**src/design/ci_slot_pkg.sv**
```systemverilog
package ci_slot_pkg;

  // register offsets on the configuration port
  localparam logic [7:0] SLOT_A_CONTROL_OFF = 8'h00;
  localparam logic [7:0] SLOT_A_FLIP_MASK_OFF = 8'h06;
  localparam logic [7:0] SLOT_B_CONTROL_OFF = 8'h09;
  localparam logic [7:0] SLOT_B_FLIP_MASK_OFF = 8'h0f;

  // control register field positions
  localparam int CARD_PRESENT_BIT = 0;
  localparam int AUTO_ACTIVATE_BIT = 1;
  localparam int SPACE_SELECT_LO = 2;
  localparam int SPACE_SELECT_HI = 3;
  localparam int HIGH_ADDR_ROUTE_BIT = 4;
  localparam int STREAM_IN_ENABLE_BIT = 5;
  localparam int STREAM_THROUGH_BIT = 6;
  localparam int MODULE_RESET_BIT = 7;

  // values after reset
  localparam logic [7:0] CONTROL_RESET = 8'h00;
  localparam logic [7:0] FLIP_MASK_RESET = 8'h00;
  localparam logic [7:0] READ_IDLE = 8'h00;

  // cycle counts
  localparam int SYNC_STAGES = 2;
  localparam int STREAM_LATENCY = 1;

endpackage

```
**src/design/ci_slot_module_control.sv**
```systemverilog
`timescale 1ns/1ps
// Contract
// (RULE_01) control registers at 00h and 09h
// (RULE_02) each slot governed by its own register
// (RULE_03) flip mask registers at 06h and 0Fh
// (RULE_04) mask acts only on returning stream bits
// (RULE_05) mask bit 1 inverts, 0 passes
// (RULE_06) input enable set needs present, no high route
// (RULE_07) input disabled holds stream toward module low
// (RULE_08) removal clears input enable and reset drive
// (RULE_09) through bit cleared without card or input
// (RULE_10) through set needs present, no route, input
// (RULE_11) through bit picks module path over bypass
// (RULE_12) reset bit shown on module reset pin
// (RULE_13) reset set needs a present card
// (RULE_14) card present bit read only
// (RULE_15) high route set needs card, stream bits low
module ci_slot_module_control #(
  parameter int DATA_W = 8
) (
  input wire logic clock,
  input wire logic rst_b,
  input wire logic clk_en,
  // configuration port
  input wire logic [7:0] cfg_addr,
  input wire logic cfg_wr,
  input wire logic [7:0] cfg_wdata,
  input wire logic cfg_rd,
  output logic [7:0] cfg_rdata,
  // card detect pins, one per slot
  input wire logic slot_a_detect,
  input wire logic slot_b_detect,
  // module reset pins
  output logic slot_a_module_reset,
  output logic slot_b_module_reset,
  // address routing and access space toward each slot
  output logic slot_a_high_addr_route,
  output logic slot_b_high_addr_route,
  output logic [1:0] slot_a_space_select,
  output logic [1:0] slot_b_space_select,
  // stream from the front end, same clock
  input wire logic [DATA_W-1:0] ts_in_data,
  input wire logic ts_in_valid,
  input wire logic ts_in_sync,
  // slot a stream pins
  output logic [DATA_W-1:0] slot_a_to_mod_data,
  output logic slot_a_to_mod_valid,
  output logic slot_a_to_mod_sync,
  input wire logic [DATA_W-1:0] slot_a_ret_data,
  input wire logic slot_a_ret_valid,
  input wire logic slot_a_ret_sync,
  // slot b stream pins
  output logic [DATA_W-1:0] slot_b_to_mod_data,
  output logic slot_b_to_mod_valid,
  output logic slot_b_to_mod_sync,
  input wire logic [DATA_W-1:0] slot_b_ret_data,
  input wire logic slot_b_ret_valid,
  input wire logic slot_b_ret_sync,
  // stream toward the demultiplexer
  output logic [DATA_W-1:0] ts_out_data,
  output logic ts_out_valid,
  output logic ts_out_sync
);

  typedef struct packed {
    logic [1:0] det_s1; // first detect stage, read only by det_s2
    logic [1:0] det_s2; // detect level after the synchroniser
    logic [7:0] ctl_a;
    logic [7:0] ctl_b;
    logic [7:0] mask_a;
    logic [7:0] mask_b;
    logic [7:0] rdata;
  } ctl_s;

  ctl_s st_q;
  ctl_s st_d;

  // write filter and forcing for one control register; the same checks apply
  // to both slots, each against its own state only
  function automatic logic [7:0] next_control(input logic [7:0] cur, input logic wr, input logic [7:0] wd,
                                              input logic present);
    logic [7:0] nx;
    nx = cur;
    if (wr) begin
      // clearing any bit but the presence bit is always accepted; only setting is checked
      nx[ci_slot_pkg::AUTO_ACTIVATE_BIT] = wd[ci_slot_pkg::AUTO_ACTIVATE_BIT];
      if (present) begin
        nx[ci_slot_pkg::SPACE_SELECT_HI:ci_slot_pkg::SPACE_SELECT_LO] =
          wd[ci_slot_pkg::SPACE_SELECT_HI:ci_slot_pkg::SPACE_SELECT_LO];
      end
      if (!wd[ci_slot_pkg::HIGH_ADDR_ROUTE_BIT] ||
          (present && !cur[ci_slot_pkg::STREAM_IN_ENABLE_BIT] && !cur[ci_slot_pkg::STREAM_THROUGH_BIT])) begin
        nx[ci_slot_pkg::HIGH_ADDR_ROUTE_BIT] = wd[ci_slot_pkg::HIGH_ADDR_ROUTE_BIT]; // RULE_15
      end
      if (!wd[ci_slot_pkg::STREAM_IN_ENABLE_BIT] ||
          (present && !cur[ci_slot_pkg::HIGH_ADDR_ROUTE_BIT])) begin
        nx[ci_slot_pkg::STREAM_IN_ENABLE_BIT] = wd[ci_slot_pkg::STREAM_IN_ENABLE_BIT]; // RULE_06
      end
      if (!wd[ci_slot_pkg::STREAM_THROUGH_BIT] ||
          (present && !cur[ci_slot_pkg::HIGH_ADDR_ROUTE_BIT] && cur[ci_slot_pkg::STREAM_IN_ENABLE_BIT])) begin
        nx[ci_slot_pkg::STREAM_THROUGH_BIT] = wd[ci_slot_pkg::STREAM_THROUGH_BIT]; // RULE_10
      end
      if (!wd[ci_slot_pkg::MODULE_RESET_BIT] || present) begin
        nx[ci_slot_pkg::MODULE_RESET_BIT] = wd[ci_slot_pkg::MODULE_RESET_BIT]; // RULE_13
      end
    end
    // presence bit follows the pin, never the write data
    nx[ci_slot_pkg::CARD_PRESENT_BIT] = present; // RULE_14
    // removal drops every control that needs a card
    if (!present) begin
      nx[ci_slot_pkg::MODULE_RESET_BIT] = 1'b0; // RULE_08
      nx[ci_slot_pkg::STREAM_IN_ENABLE_BIT] = 1'b0; // RULE_08
      nx[ci_slot_pkg::HIGH_ADDR_ROUTE_BIT] = 1'b0; // RULE_15
      nx[ci_slot_pkg::SPACE_SELECT_HI:ci_slot_pkg::SPACE_SELECT_LO] = 2'h0;
    end
    // the through path cannot outlive the input enable
    if (!present || !nx[ci_slot_pkg::STREAM_IN_ENABLE_BIT]) begin
      nx[ci_slot_pkg::STREAM_THROUGH_BIT] = 1'b0; // RULE_09
    end
    return nx;
  endfunction

  logic wr_ctl_a;
  logic wr_ctl_b;
  logic wr_mask_a;
  logic wr_mask_b;

  // address decode, one strobe per register
  always_comb begin
    wr_ctl_a = 1'b0;
    wr_ctl_b = 1'b0;
    wr_mask_a = 1'b0;
    wr_mask_b = 1'b0;
    if (cfg_addr == ci_slot_pkg::SLOT_A_CONTROL_OFF) begin // RULE_01
      wr_ctl_a = cfg_wr;
    end else if (cfg_addr == ci_slot_pkg::SLOT_B_CONTROL_OFF) begin // RULE_01
      wr_ctl_b = cfg_wr;
    end else if (cfg_addr == ci_slot_pkg::SLOT_A_FLIP_MASK_OFF) begin // RULE_03
      wr_mask_a = cfg_wr;
    end else if (cfg_addr == ci_slot_pkg::SLOT_B_FLIP_MASK_OFF) begin // RULE_03
      wr_mask_b = cfg_wr;
    end
  end

  // next-state logic for all register state
  always_comb begin
    st_d = st_q;
    if (clk_en) begin
      // detect pins come from the slot connector, hence two stages
      st_d.det_s1 = {slot_b_detect, slot_a_detect};
      st_d.det_s2 = st_q.det_s1;
      // each slot sees only its own write strobe and detect level
      st_d.ctl_a = next_control(st_q.ctl_a, wr_ctl_a, cfg_wdata, st_q.det_s2[0]); // RULE_02
      st_d.ctl_b = next_control(st_q.ctl_b, wr_ctl_b, cfg_wdata, st_q.det_s2[1]); // RULE_02
      if (wr_mask_a) begin
        st_d.mask_a = cfg_wdata; // RULE_03
      end
      if (wr_mask_b) begin
        st_d.mask_b = cfg_wdata; // RULE_03
      end
      // read data registered one cycle after the strobe; unmapped reads zero
      if (cfg_rd) begin
        if (cfg_addr == ci_slot_pkg::SLOT_A_CONTROL_OFF) begin
          st_d.rdata = st_q.ctl_a;
        end else if (cfg_addr == ci_slot_pkg::SLOT_B_CONTROL_OFF) begin
          st_d.rdata = st_q.ctl_b;
        end else if (cfg_addr == ci_slot_pkg::SLOT_A_FLIP_MASK_OFF) begin
          st_d.rdata = st_q.mask_a;
        end else if (cfg_addr == ci_slot_pkg::SLOT_B_FLIP_MASK_OFF) begin
          st_d.rdata = st_q.mask_b;
        end else begin
          st_d.rdata = ci_slot_pkg::READ_IDLE;
        end
      end
    end
  end

  // state register; reset leaves every slot idle and bypassed
  always_ff @(posedge clock or negedge rst_b) begin
    if (!rst_b) begin
      st_q.det_s1 <= 2'h0;
      st_q.det_s2 <= 2'h0;
      st_q.ctl_a <= ci_slot_pkg::CONTROL_RESET;
      st_q.ctl_b <= ci_slot_pkg::CONTROL_RESET;
      st_q.mask_a <= ci_slot_pkg::FLIP_MASK_RESET;
      st_q.mask_b <= ci_slot_pkg::FLIP_MASK_RESET;
      st_q.rdata <= ci_slot_pkg::READ_IDLE;
    end else begin
      st_q <= st_d;
    end
  end

  // register-backed outputs
  assign cfg_rdata = st_q.rdata;
  assign slot_a_module_reset = st_q.ctl_a[ci_slot_pkg::MODULE_RESET_BIT]; // RULE_12
  assign slot_b_module_reset = st_q.ctl_b[ci_slot_pkg::MODULE_RESET_BIT]; // RULE_12
  assign slot_a_high_addr_route = st_q.ctl_a[ci_slot_pkg::HIGH_ADDR_ROUTE_BIT];
  assign slot_b_high_addr_route = st_q.ctl_b[ci_slot_pkg::HIGH_ADDR_ROUTE_BIT];
  assign slot_a_space_select = st_q.ctl_a[ci_slot_pkg::SPACE_SELECT_HI:ci_slot_pkg::SPACE_SELECT_LO];
  assign slot_b_space_select = st_q.ctl_b[ci_slot_pkg::SPACE_SELECT_HI:ci_slot_pkg::SPACE_SELECT_LO];

  // stream between slot a and slot b
  logic [DATA_W-1:0] mid_data;
  logic mid_valid;
  logic mid_sync;

  // slot a sits first in the daisy chain
  slot_stream_path #(.DATA_W(DATA_W)) u_path_a (
    .clock(clock),
    .rst_b(rst_b),
    .clk_en(clk_en),
    .stream_enable(st_q.ctl_a[ci_slot_pkg::STREAM_IN_ENABLE_BIT]),
    .through_module(st_q.ctl_a[ci_slot_pkg::STREAM_THROUGH_BIT]),
    .flip_mask(st_q.mask_a[DATA_W-1:0]),
    .up_data(ts_in_data),
    .up_valid(ts_in_valid),
    .up_sync(ts_in_sync),
    .to_mod_data(slot_a_to_mod_data),
    .to_mod_valid(slot_a_to_mod_valid),
    .to_mod_sync(slot_a_to_mod_sync),
    .ret_data(slot_a_ret_data),
    .ret_valid(slot_a_ret_valid),
    .ret_sync(slot_a_ret_sync),
    .down_data(mid_data),
    .down_valid(mid_valid),
    .down_sync(mid_sync)
  );

  // slot b takes whatever slot a passed on
  slot_stream_path #(.DATA_W(DATA_W)) u_path_b (
    .clock(clock),
    .rst_b(rst_b),
    .clk_en(clk_en),
    .stream_enable(st_q.ctl_b[ci_slot_pkg::STREAM_IN_ENABLE_BIT]),
    .through_module(st_q.ctl_b[ci_slot_pkg::STREAM_THROUGH_BIT]),
    .flip_mask(st_q.mask_b[DATA_W-1:0]),
    .up_data(mid_data),
    .up_valid(mid_valid),
    .up_sync(mid_sync),
    .to_mod_data(slot_b_to_mod_data),
    .to_mod_valid(slot_b_to_mod_valid),
    .to_mod_sync(slot_b_to_mod_sync),
    .ret_data(slot_b_ret_data),
    .ret_valid(slot_b_ret_valid),
    .ret_sync(slot_b_ret_sync),
    .down_data(ts_out_data),
    .down_valid(ts_out_valid),
    .down_sync(ts_out_sync)
  );

  // helper views for the checks below
  logic a_present;
  logic a_in_en;
  logic a_through;
  logic a_route;
  assign a_present = st_q.det_s2[0];
  assign a_in_en = st_q.ctl_a[ci_slot_pkg::STREAM_IN_ENABLE_BIT];
  assign a_through = st_q.ctl_a[ci_slot_pkg::STREAM_THROUGH_BIT];
  assign a_route = st_q.ctl_a[ci_slot_pkg::HIGH_ADDR_ROUTE_BIT];
endmodule // ci_slot_module_control

```
**src/design/slot_stream_path.sv**
```systemverilog
`timescale 1ns/1ps
// one slot's stream stage: gates the stream toward the module, flips the
// returning bits and chooses between the module's return and the bypass
module slot_stream_path #(
  parameter int DATA_W = 8
) (
  input wire logic clock,
  input wire logic rst_b,
  input wire logic clk_en,
  input wire logic stream_enable,
  input wire logic through_module,
  input wire logic [DATA_W-1:0] flip_mask,
  input wire logic [DATA_W-1:0] up_data,
  input wire logic up_valid,
  input wire logic up_sync,
  output logic [DATA_W-1:0] to_mod_data,
  output logic to_mod_valid,
  output logic to_mod_sync,
  input wire logic [DATA_W-1:0] ret_data,
  input wire logic ret_valid,
  input wire logic ret_sync,
  output logic [DATA_W-1:0] down_data,
  output logic down_valid,
  output logic down_sync
);

  typedef struct packed {
    logic [DATA_W+1:0] ret_s1; // first synchroniser stage, read only by ret_s2
    logic [DATA_W+1:0] ret_s2; // module return, now in our domain
    logic [DATA_W-1:0] to_data;
    logic to_valid;
    logic to_sync;
    logic [DATA_W-1:0] dn_data;
    logic dn_valid;
    logic dn_sync;
  } path_s;

  path_s st_q;
  path_s st_d;

  // next-state logic
  always_comb begin
    st_d = st_q;
    if (clk_en) begin
      st_d.ret_s1 = {ret_sync, ret_valid, ret_data};
      st_d.ret_s2 = st_q.ret_s1;
      // a disabled input holds every line toward the module low
      if (stream_enable) begin // RULE_07
        st_d.to_data = up_data;
        st_d.to_valid = up_valid;
        st_d.to_sync = up_sync;
      end else begin
        st_d.to_data = '0;
        st_d.to_valid = 1'b0;
        st_d.to_sync = 1'b0;
      end
      // through the module the mask flips returning bits; bypass is untouched
      if (through_module) begin // RULE_11
        st_d.dn_data = st_q.ret_s2[DATA_W-1:0] ^ flip_mask; // RULE_04 RULE_05
        st_d.dn_valid = st_q.ret_s2[DATA_W];
        st_d.dn_sync = st_q.ret_s2[DATA_W+1];
      end else begin
        st_d.dn_data = up_data;
        st_d.dn_valid = up_valid;
        st_d.dn_sync = up_sync;
      end
    end
  end

  // state register
  always_ff @(posedge clock or negedge rst_b) begin
    if (!rst_b) begin
      st_q <= '0;
    end else begin
      st_q <= st_d;
    end
  end

  assign to_mod_data = st_q.to_data;
  assign to_mod_valid = st_q.to_valid;
  assign to_mod_sync = st_q.to_sync;
  assign down_data = st_q.dn_data;
  assign down_valid = st_q.dn_valid;
  assign down_sync = st_q.dn_sync;
endmodule // slot_stream_path

```
**config.mk**
```make
export PLATFORM = sky130hd
export DESIGN_NAME = ci_slot_module_control
export DESIGN_NICKNAME = d
export VERILOG_FILES = /design/src/design/ci_slot_pkg.sv /design/src/design/ci_slot_module_control.sv /design/src/design/slot_stream_path.sv
export SDC_FILE = /design/constraint.sdc
export NUM_CORES = 1
export LEC_CHECK = 0
export CELL_PAD_IN_SITES_DETAIL_PLACEMENT = 0
export CELL_PAD_IN_SITES_GLOBAL_PLACEMENT = 1
export CORE_AREA = 2 2 117 119
export CTS_BUF_LIST = sky130_fd_sc_hd__clkbuf_2 sky130_fd_sc_hd__clkbuf_4 sky130_fd_sc_hd__clkbuf_8
export DETAILED_ROUTE_END_ITERATION = 10
export DIE_AREA = 0 0 119 121
export DONT_BUFFER_PORTS = 1
export GPL_TIMING_DRIVEN = 0
export PLACE_DENSITY_LB_ADDON = 0.05
export SYNTH_ARGS = -nofsm -noshare
export SYNTH_HDL_FRONTEND = slang
export SYNTH_HIERARCHICAL = 1
export SYNTH_SLANG_ARGS = --single-unit
```
**constraint.sdc**
```tcl
create_clock -name clock -period 1.3 [get_ports clock]
set_clock_uncertainty 0.15 [all_clocks]
set_input_delay 0.065 -clock clock [delete_from_list [all_inputs] [get_ports clock]]
set_output_delay 0.065 -clock clock [all_outputs]
set_load 0.05 [all_outputs]
```
# Word-level counts from Yosys, hierarchy flattened
# Index checks and enable logic that the tools add are counted.
[op_classes] n_addsub=0 order_cmp=0 n_reduce_logical=50 n_div=0 bitwise=2 shift=0 mul=0 mux=38 n_eq_ne=11
[ops] cell="$mux W10" count=4
[ops] cell="$mux W8" count=4
[ops] cell="$mux W1" count=22
[ops] cell="$reduce_and A3 Y1" count=6
[ops] cell="$eq A8 B4 Y1 const B" count=2
[ops] cell="$mux W4" count=4
[ops] cell="$xor A8 B8 Y8" count=2
[ops] cell="$logic_not A1 Y1" count=14
[ops] cell="$mux W7" count=2
[ops] cell="$reduce_and A2 Y1" count=7
[ops] cell="$ne A3 B2 Y1 const B" count=4
[ops] cell="$logic_or A1 B1 Y1" count=10
[ops] cell="$eq A8 B3 Y1 const B" count=1
[ops] cell="$logic_and A1 B1 Y1" count=8
[ops] cell="$logic_not A8 Y1" count=1
[ops] cell="$ne A2 B1 Y1 const B" count=4
[ops] cell="$reduce_bool A2 Y1" count=4
[ops] cell="$mux W2" count=2
[totals] mem_bits_rw=0 romBits=0 mem_count=0 latchBits=0 ff_bits=124 in_bits=53 out_inout_bits=46

# Logic depth before layout (Yosys ltp)
[logic_depth] depth_word=12 ltp_mapped=6

# Modules after synthesis
# Netlist, hierarchy kept.
[by_module_without_submodules] module="slot_stream_path" area_per_inst_um2=1909.3 seq_area_each_um2=1001.0 n_inst=2 cells_per_inst=154
[by_module_without_submodules] module="ci_slot_module_control" area_per_inst_um2=2240.9 seq_area_each_um2=1101.1 n_inst=1 cells_per_inst=205

# Worst setup path after synthesis
# Ideal clock, no wire load.
[synth_timing] path_kind="input -> register" from="input cfg_addr[5]" to="register, netlist name st_q[10]" path_slack_ns=-0.438 stages=4 setup_time_ns=0.125 path_buffers=0 required_time_ns=1.025 arrival_ns=1.464 path_cell_list="nor4_4 nand3_2 nor3_4 mux2_2"
[synth_rtl] element="start: declaration" line="ci_slot_module_control.sv:25" rtl="input wire logic [7:0] cfg_addr,"

# Worst setup path in the final report
[layout_timing] from="register st_q, in the netlist slot_a_high_addr_route" to="register st_q, in the netlist a_through"
[layout_between] elab_chain_len=11 elab_cells_between_ends=15 classes_between="5 x mux; 10 x reduce/logical"
[layout_rtl] element="start: declaration" line="ci_slot_module_control.sv:75" rtl="ctl_s st_q;"
[layout_rtl] element="start signal: assignment" line="ci_slot_module_control.sv:189" rtl="st_q <= st_d;"
[layout_rtl] element="$logic_not A1 Y1 (*)" line="ci_slot_module_control.sv:96, ci_slot_module_control.sv:100"
[layout_rtl] element="$logic_and A1 B1 Y1 (*)" line="ci_slot_module_control.sv:96, ci_slot_module_control.sv:100"
[layout_rtl] element="$logic_or A1 B1 Y1" line="ci_slot_module_control.sv:95" rtl="if (!wd[ci_slot_pkg::STREAM_IN_ENABLE_BIT] ||"
[layout_rtl] element="$mux W1" line="ci_slot_module_control.sv:95"
[layout_rtl] element="$mux W7" line="ci_slot_module_control.sv:84" rtl="if (wr) begin"
[layout_rtl] element="$mux W4" line="ci_slot_module_control.sv:110" rtl="if (!present) begin"
[layout_rtl] element="$mux W4" line="ci_slot_module_control.sv:148" rtl="if (clk_en) begin"
[layout_rtl] element="$logic_not A1 Y1" line="ci_slot_module_control.sv:117" rtl="if (!present || !nx[ci_slot_pkg::STREAM_IN_ENABLE_BIT]) begin"
[layout_rtl] element="$logic_or A1 B1 Y1" line="ci_slot_module_control.sv:117"
[layout_rtl] element="$reduce_bool A2 Y1 (no line)"
[layout_rtl] element="$reduce_and A3 Y1 (no line)"
# Every way passes the cells marked *; elsewhere a longest branch is shown, timed or not. The select of a mux whose other input is x is not followed.
# A chain may end at the register's enable or synchronous reset.

==> impl_metrics.ini <==
[cts]
h-tree-depth = 4
cts.sinks = 124
path_clk_slew_ps = 80
clock-root-buffer = clkbuf_8
cts_tree = built
cts_buffer_depth = 2
numCtsBuffers = 17
insertion_delay_ps = 450

[yosys]
ys_warn_count = 6
synthesis.nets = 566
seq_area_frac_synth = 0.512
synth_area_um2 = 6060
postSynthAreaPerCell_um2 = 11.8
synth_ff_type = dfrtp_1
synth_cell_types = 46
ys_ff_latch = 124
ys_async_sr_fraction = 1.00
yosysTopAreaCell = dfrtp_1
synth_edf_count = 0
synth_top_area_frac = 0.512
syn_inst = 513
yosys-top-cells-area = dfrtp_1 51%, mux2_4 9.9%, buf_4 5.5%

[worst_setup_path]
worstPathMaxFanout = 5
r2r_cells = 4
required_ps = 1510
reg2reg_slack_ps = -150
crit_slowest_cell = dfrtp_2
crit_path_end_kind = flop
start_kind = flop
path_class = reg2reg
r2r-start = slot_a_high_addr_route
max_stage_delay_ps = 550
path_cells = inv_2 > a41o_1 > o311ai_1 > a221oi_2
r2r_end = a_through
crit_arrival_ps = 1660

[floorplanning]
core_um2 = 13100
design.die.area_um2 = 14400
die_h_um = 121
ios = 99
start_util = 0.463
core.rowCount = 42
die_w_um = 119

[sta]
setup_violations = 5
final.min_clock_period_ps = 1450
worstMarginPinSlew_ps = 637
drv_slew = 0
rsz0062_at_grt = true
fin_ws_ps = -153
period_share = 1.12
whs_ps = -848
setup-tns-final_ps = -329
slew_headroom = 0.572
finalHoldViolations = 152
max_freq_mhz = 688

[global_routing]
grt_start_max_net_pins = 125
overflow = 0
grt_pass1_vias = 4273
grtUsageTotal = 0.214
grt_antenna_before_repair = 1
grt_pass1_wl_um = 23200

[power_and_ir_drop]
ir_worst_vdd_mv = 0.833
finalPower_mw = 10.3
leakagePower_nw = 3.27
power-per-cell-area_nw_per_um2 = 1370

[route]
ant_nets = 0
drc = 0
drt_iter0_drc = 322
firstDrtPassIters = 4
dr_total_vias = 4149
routed_wl_um = 14600
wire_per_inst_um = 18.8
viasPerCell = 5.35

[placed_design]
dp_hpwl_um = 9910
globalplace.congestion = 0.807
port_buffers = 0
placed_area_um2 = 6310
pre_cts_slack_ps = -755
dp_cells = 689

[layout]
instances_no_fill = 776
syn_to_final_growth_pct = 23.4
fin_util = 0.571
ff_latch_area_um2 = 3120
layout_common_cells = 109 x dfrtp_1, 49 x buf_4, 45 x dlygate4sd3_1, 40 x mux2_4, 26 x o21ai_0
mostFrequentLayoutCell = dfrtp_1
final.fill_count = 1129
design_area_um2 = 7470
multi_input_area_um2 = 2430
layout-drive-gt1-share = 0.337
final_nets = 640

[min_path]
hold_path.class = in2async

[outcome]
status = finished with violations
violations = hold timing, setup timing

[run]
maxCapViolations = 0
-- power by group --
group          internal, mW  switching [mW]  leakage (nW)
clock                  2.87            1.56         0.254
combinational         0.675           0.636          1.45
sequential             4.18           0.332          1.57
total                  7.72            2.53          3.27
-- cell families after synthesis --
| kind of cell | Yosys count | synth area share |
|---|---|---|
| compound gates | 96 | 0.110 |
| mux | 69 | 0.152 |
| xor+xnor | 16 | 0.0231 |
| flops | 124 | 0.512 |
| buf+inv | 96 | 0.0983 |
| simple gates | 112 | 0.105 |
-- Yosys cell counts, types with 2 or more instances --
master / instances
inv_1: 26
nor2_1: 14
a22oi_1: 11
buf_2: 8
mux2_2: 23
dfrtp_1: 124
nand2b_1: 17
o31ai_1: 6
buf_4: 44
nand2_1: 23
mux2i_1: 6
a21oi_1: 9
buf_1: 3
buf_6: 8
o21ai_0: 27
clkbuf_1: 6
xnor2_1: 16
nand3_1: 23
a22o_1: 5
nand4_1: 5
o41ai_1: 2
o22a_1: 8
and2_1: 2
nand3b_1: 16
mux2_4: 40
o311ai_0: 3
o2bb2ai_1: 3
o211ai_1: 17
-- area by class of cell --
class | instances | area share
flip-flops and latches | 124 | 0.418
multi-input cells | 293 | 0.325
repair buffers | 56 | 0.0735
plain buffers | 68 | 0.0701
clock buffers | 21 | 0.0387
clock inverters | 10 | 0.0313
well taps | 176 | 0.0295
inverters | 27 | 0.0141
diodes | 1 | 0.000335
-- sequential cells by signal, indices dropped and copies added, names as in the netlist, 2 cells and up --
signal                cells
st_q                     25
u_path_a/st_q            20
u_path_b/st_q            20
cfg_rdata                 8
u_path_a/down_data        8
u_path_a/to_mod_data      8
u_path_b/down_data        8
u_path_b/to_mod_data      8
slot_a_space_select       2
slot_b_space_select       2
-- critical path, delay by kind of cell (launching register included) --
family / cells / cell delay [ps]
AOI/OAI and AO/OA: 3 / 560
buffers and inverters: 1 / 100
DFF: 1 / 550
-- how the worst max path moves through the flow --
stage	start	cells past startpoint	to	slack (ps)
2_1_floorplan	cfg_addr[5]	4	st_q[10]	-410
3_3_place_gp	clk_en	4	st_q[14]	-770
3_5_place_dp	clk_en	4	st_q[10]	-760
4_1_cts	slot_a_high_addr_route	4	a_through	-100
5_1_grt	slot_a_high_addr_route	4	a_through	-230
6_report	slot_a_high_addr_route	4	a_through	-150
-- per-layer routing --
layer | GRT usage | vias to the layer above | wire length, um
li1 | - | 1924 | -
met5 | 0 | - | 0
met4 | 0.0796 | 0 | 325
met2 | 0.325 | 129 | 6820
met3 | 0.0611 | 25 | 779
met1 | 0.292 | 2071 | 6640
-- what timing repair did --
action	CTS	global route
endpoints found under the setup margin	54	54
buffers inserted	9	2
pin swaps	7	5
hold endpoints to repair	245	153
gates resized for setup	26	21
hold buffers	44	1
No activity file was read; power rests on OpenSTA's default activity.
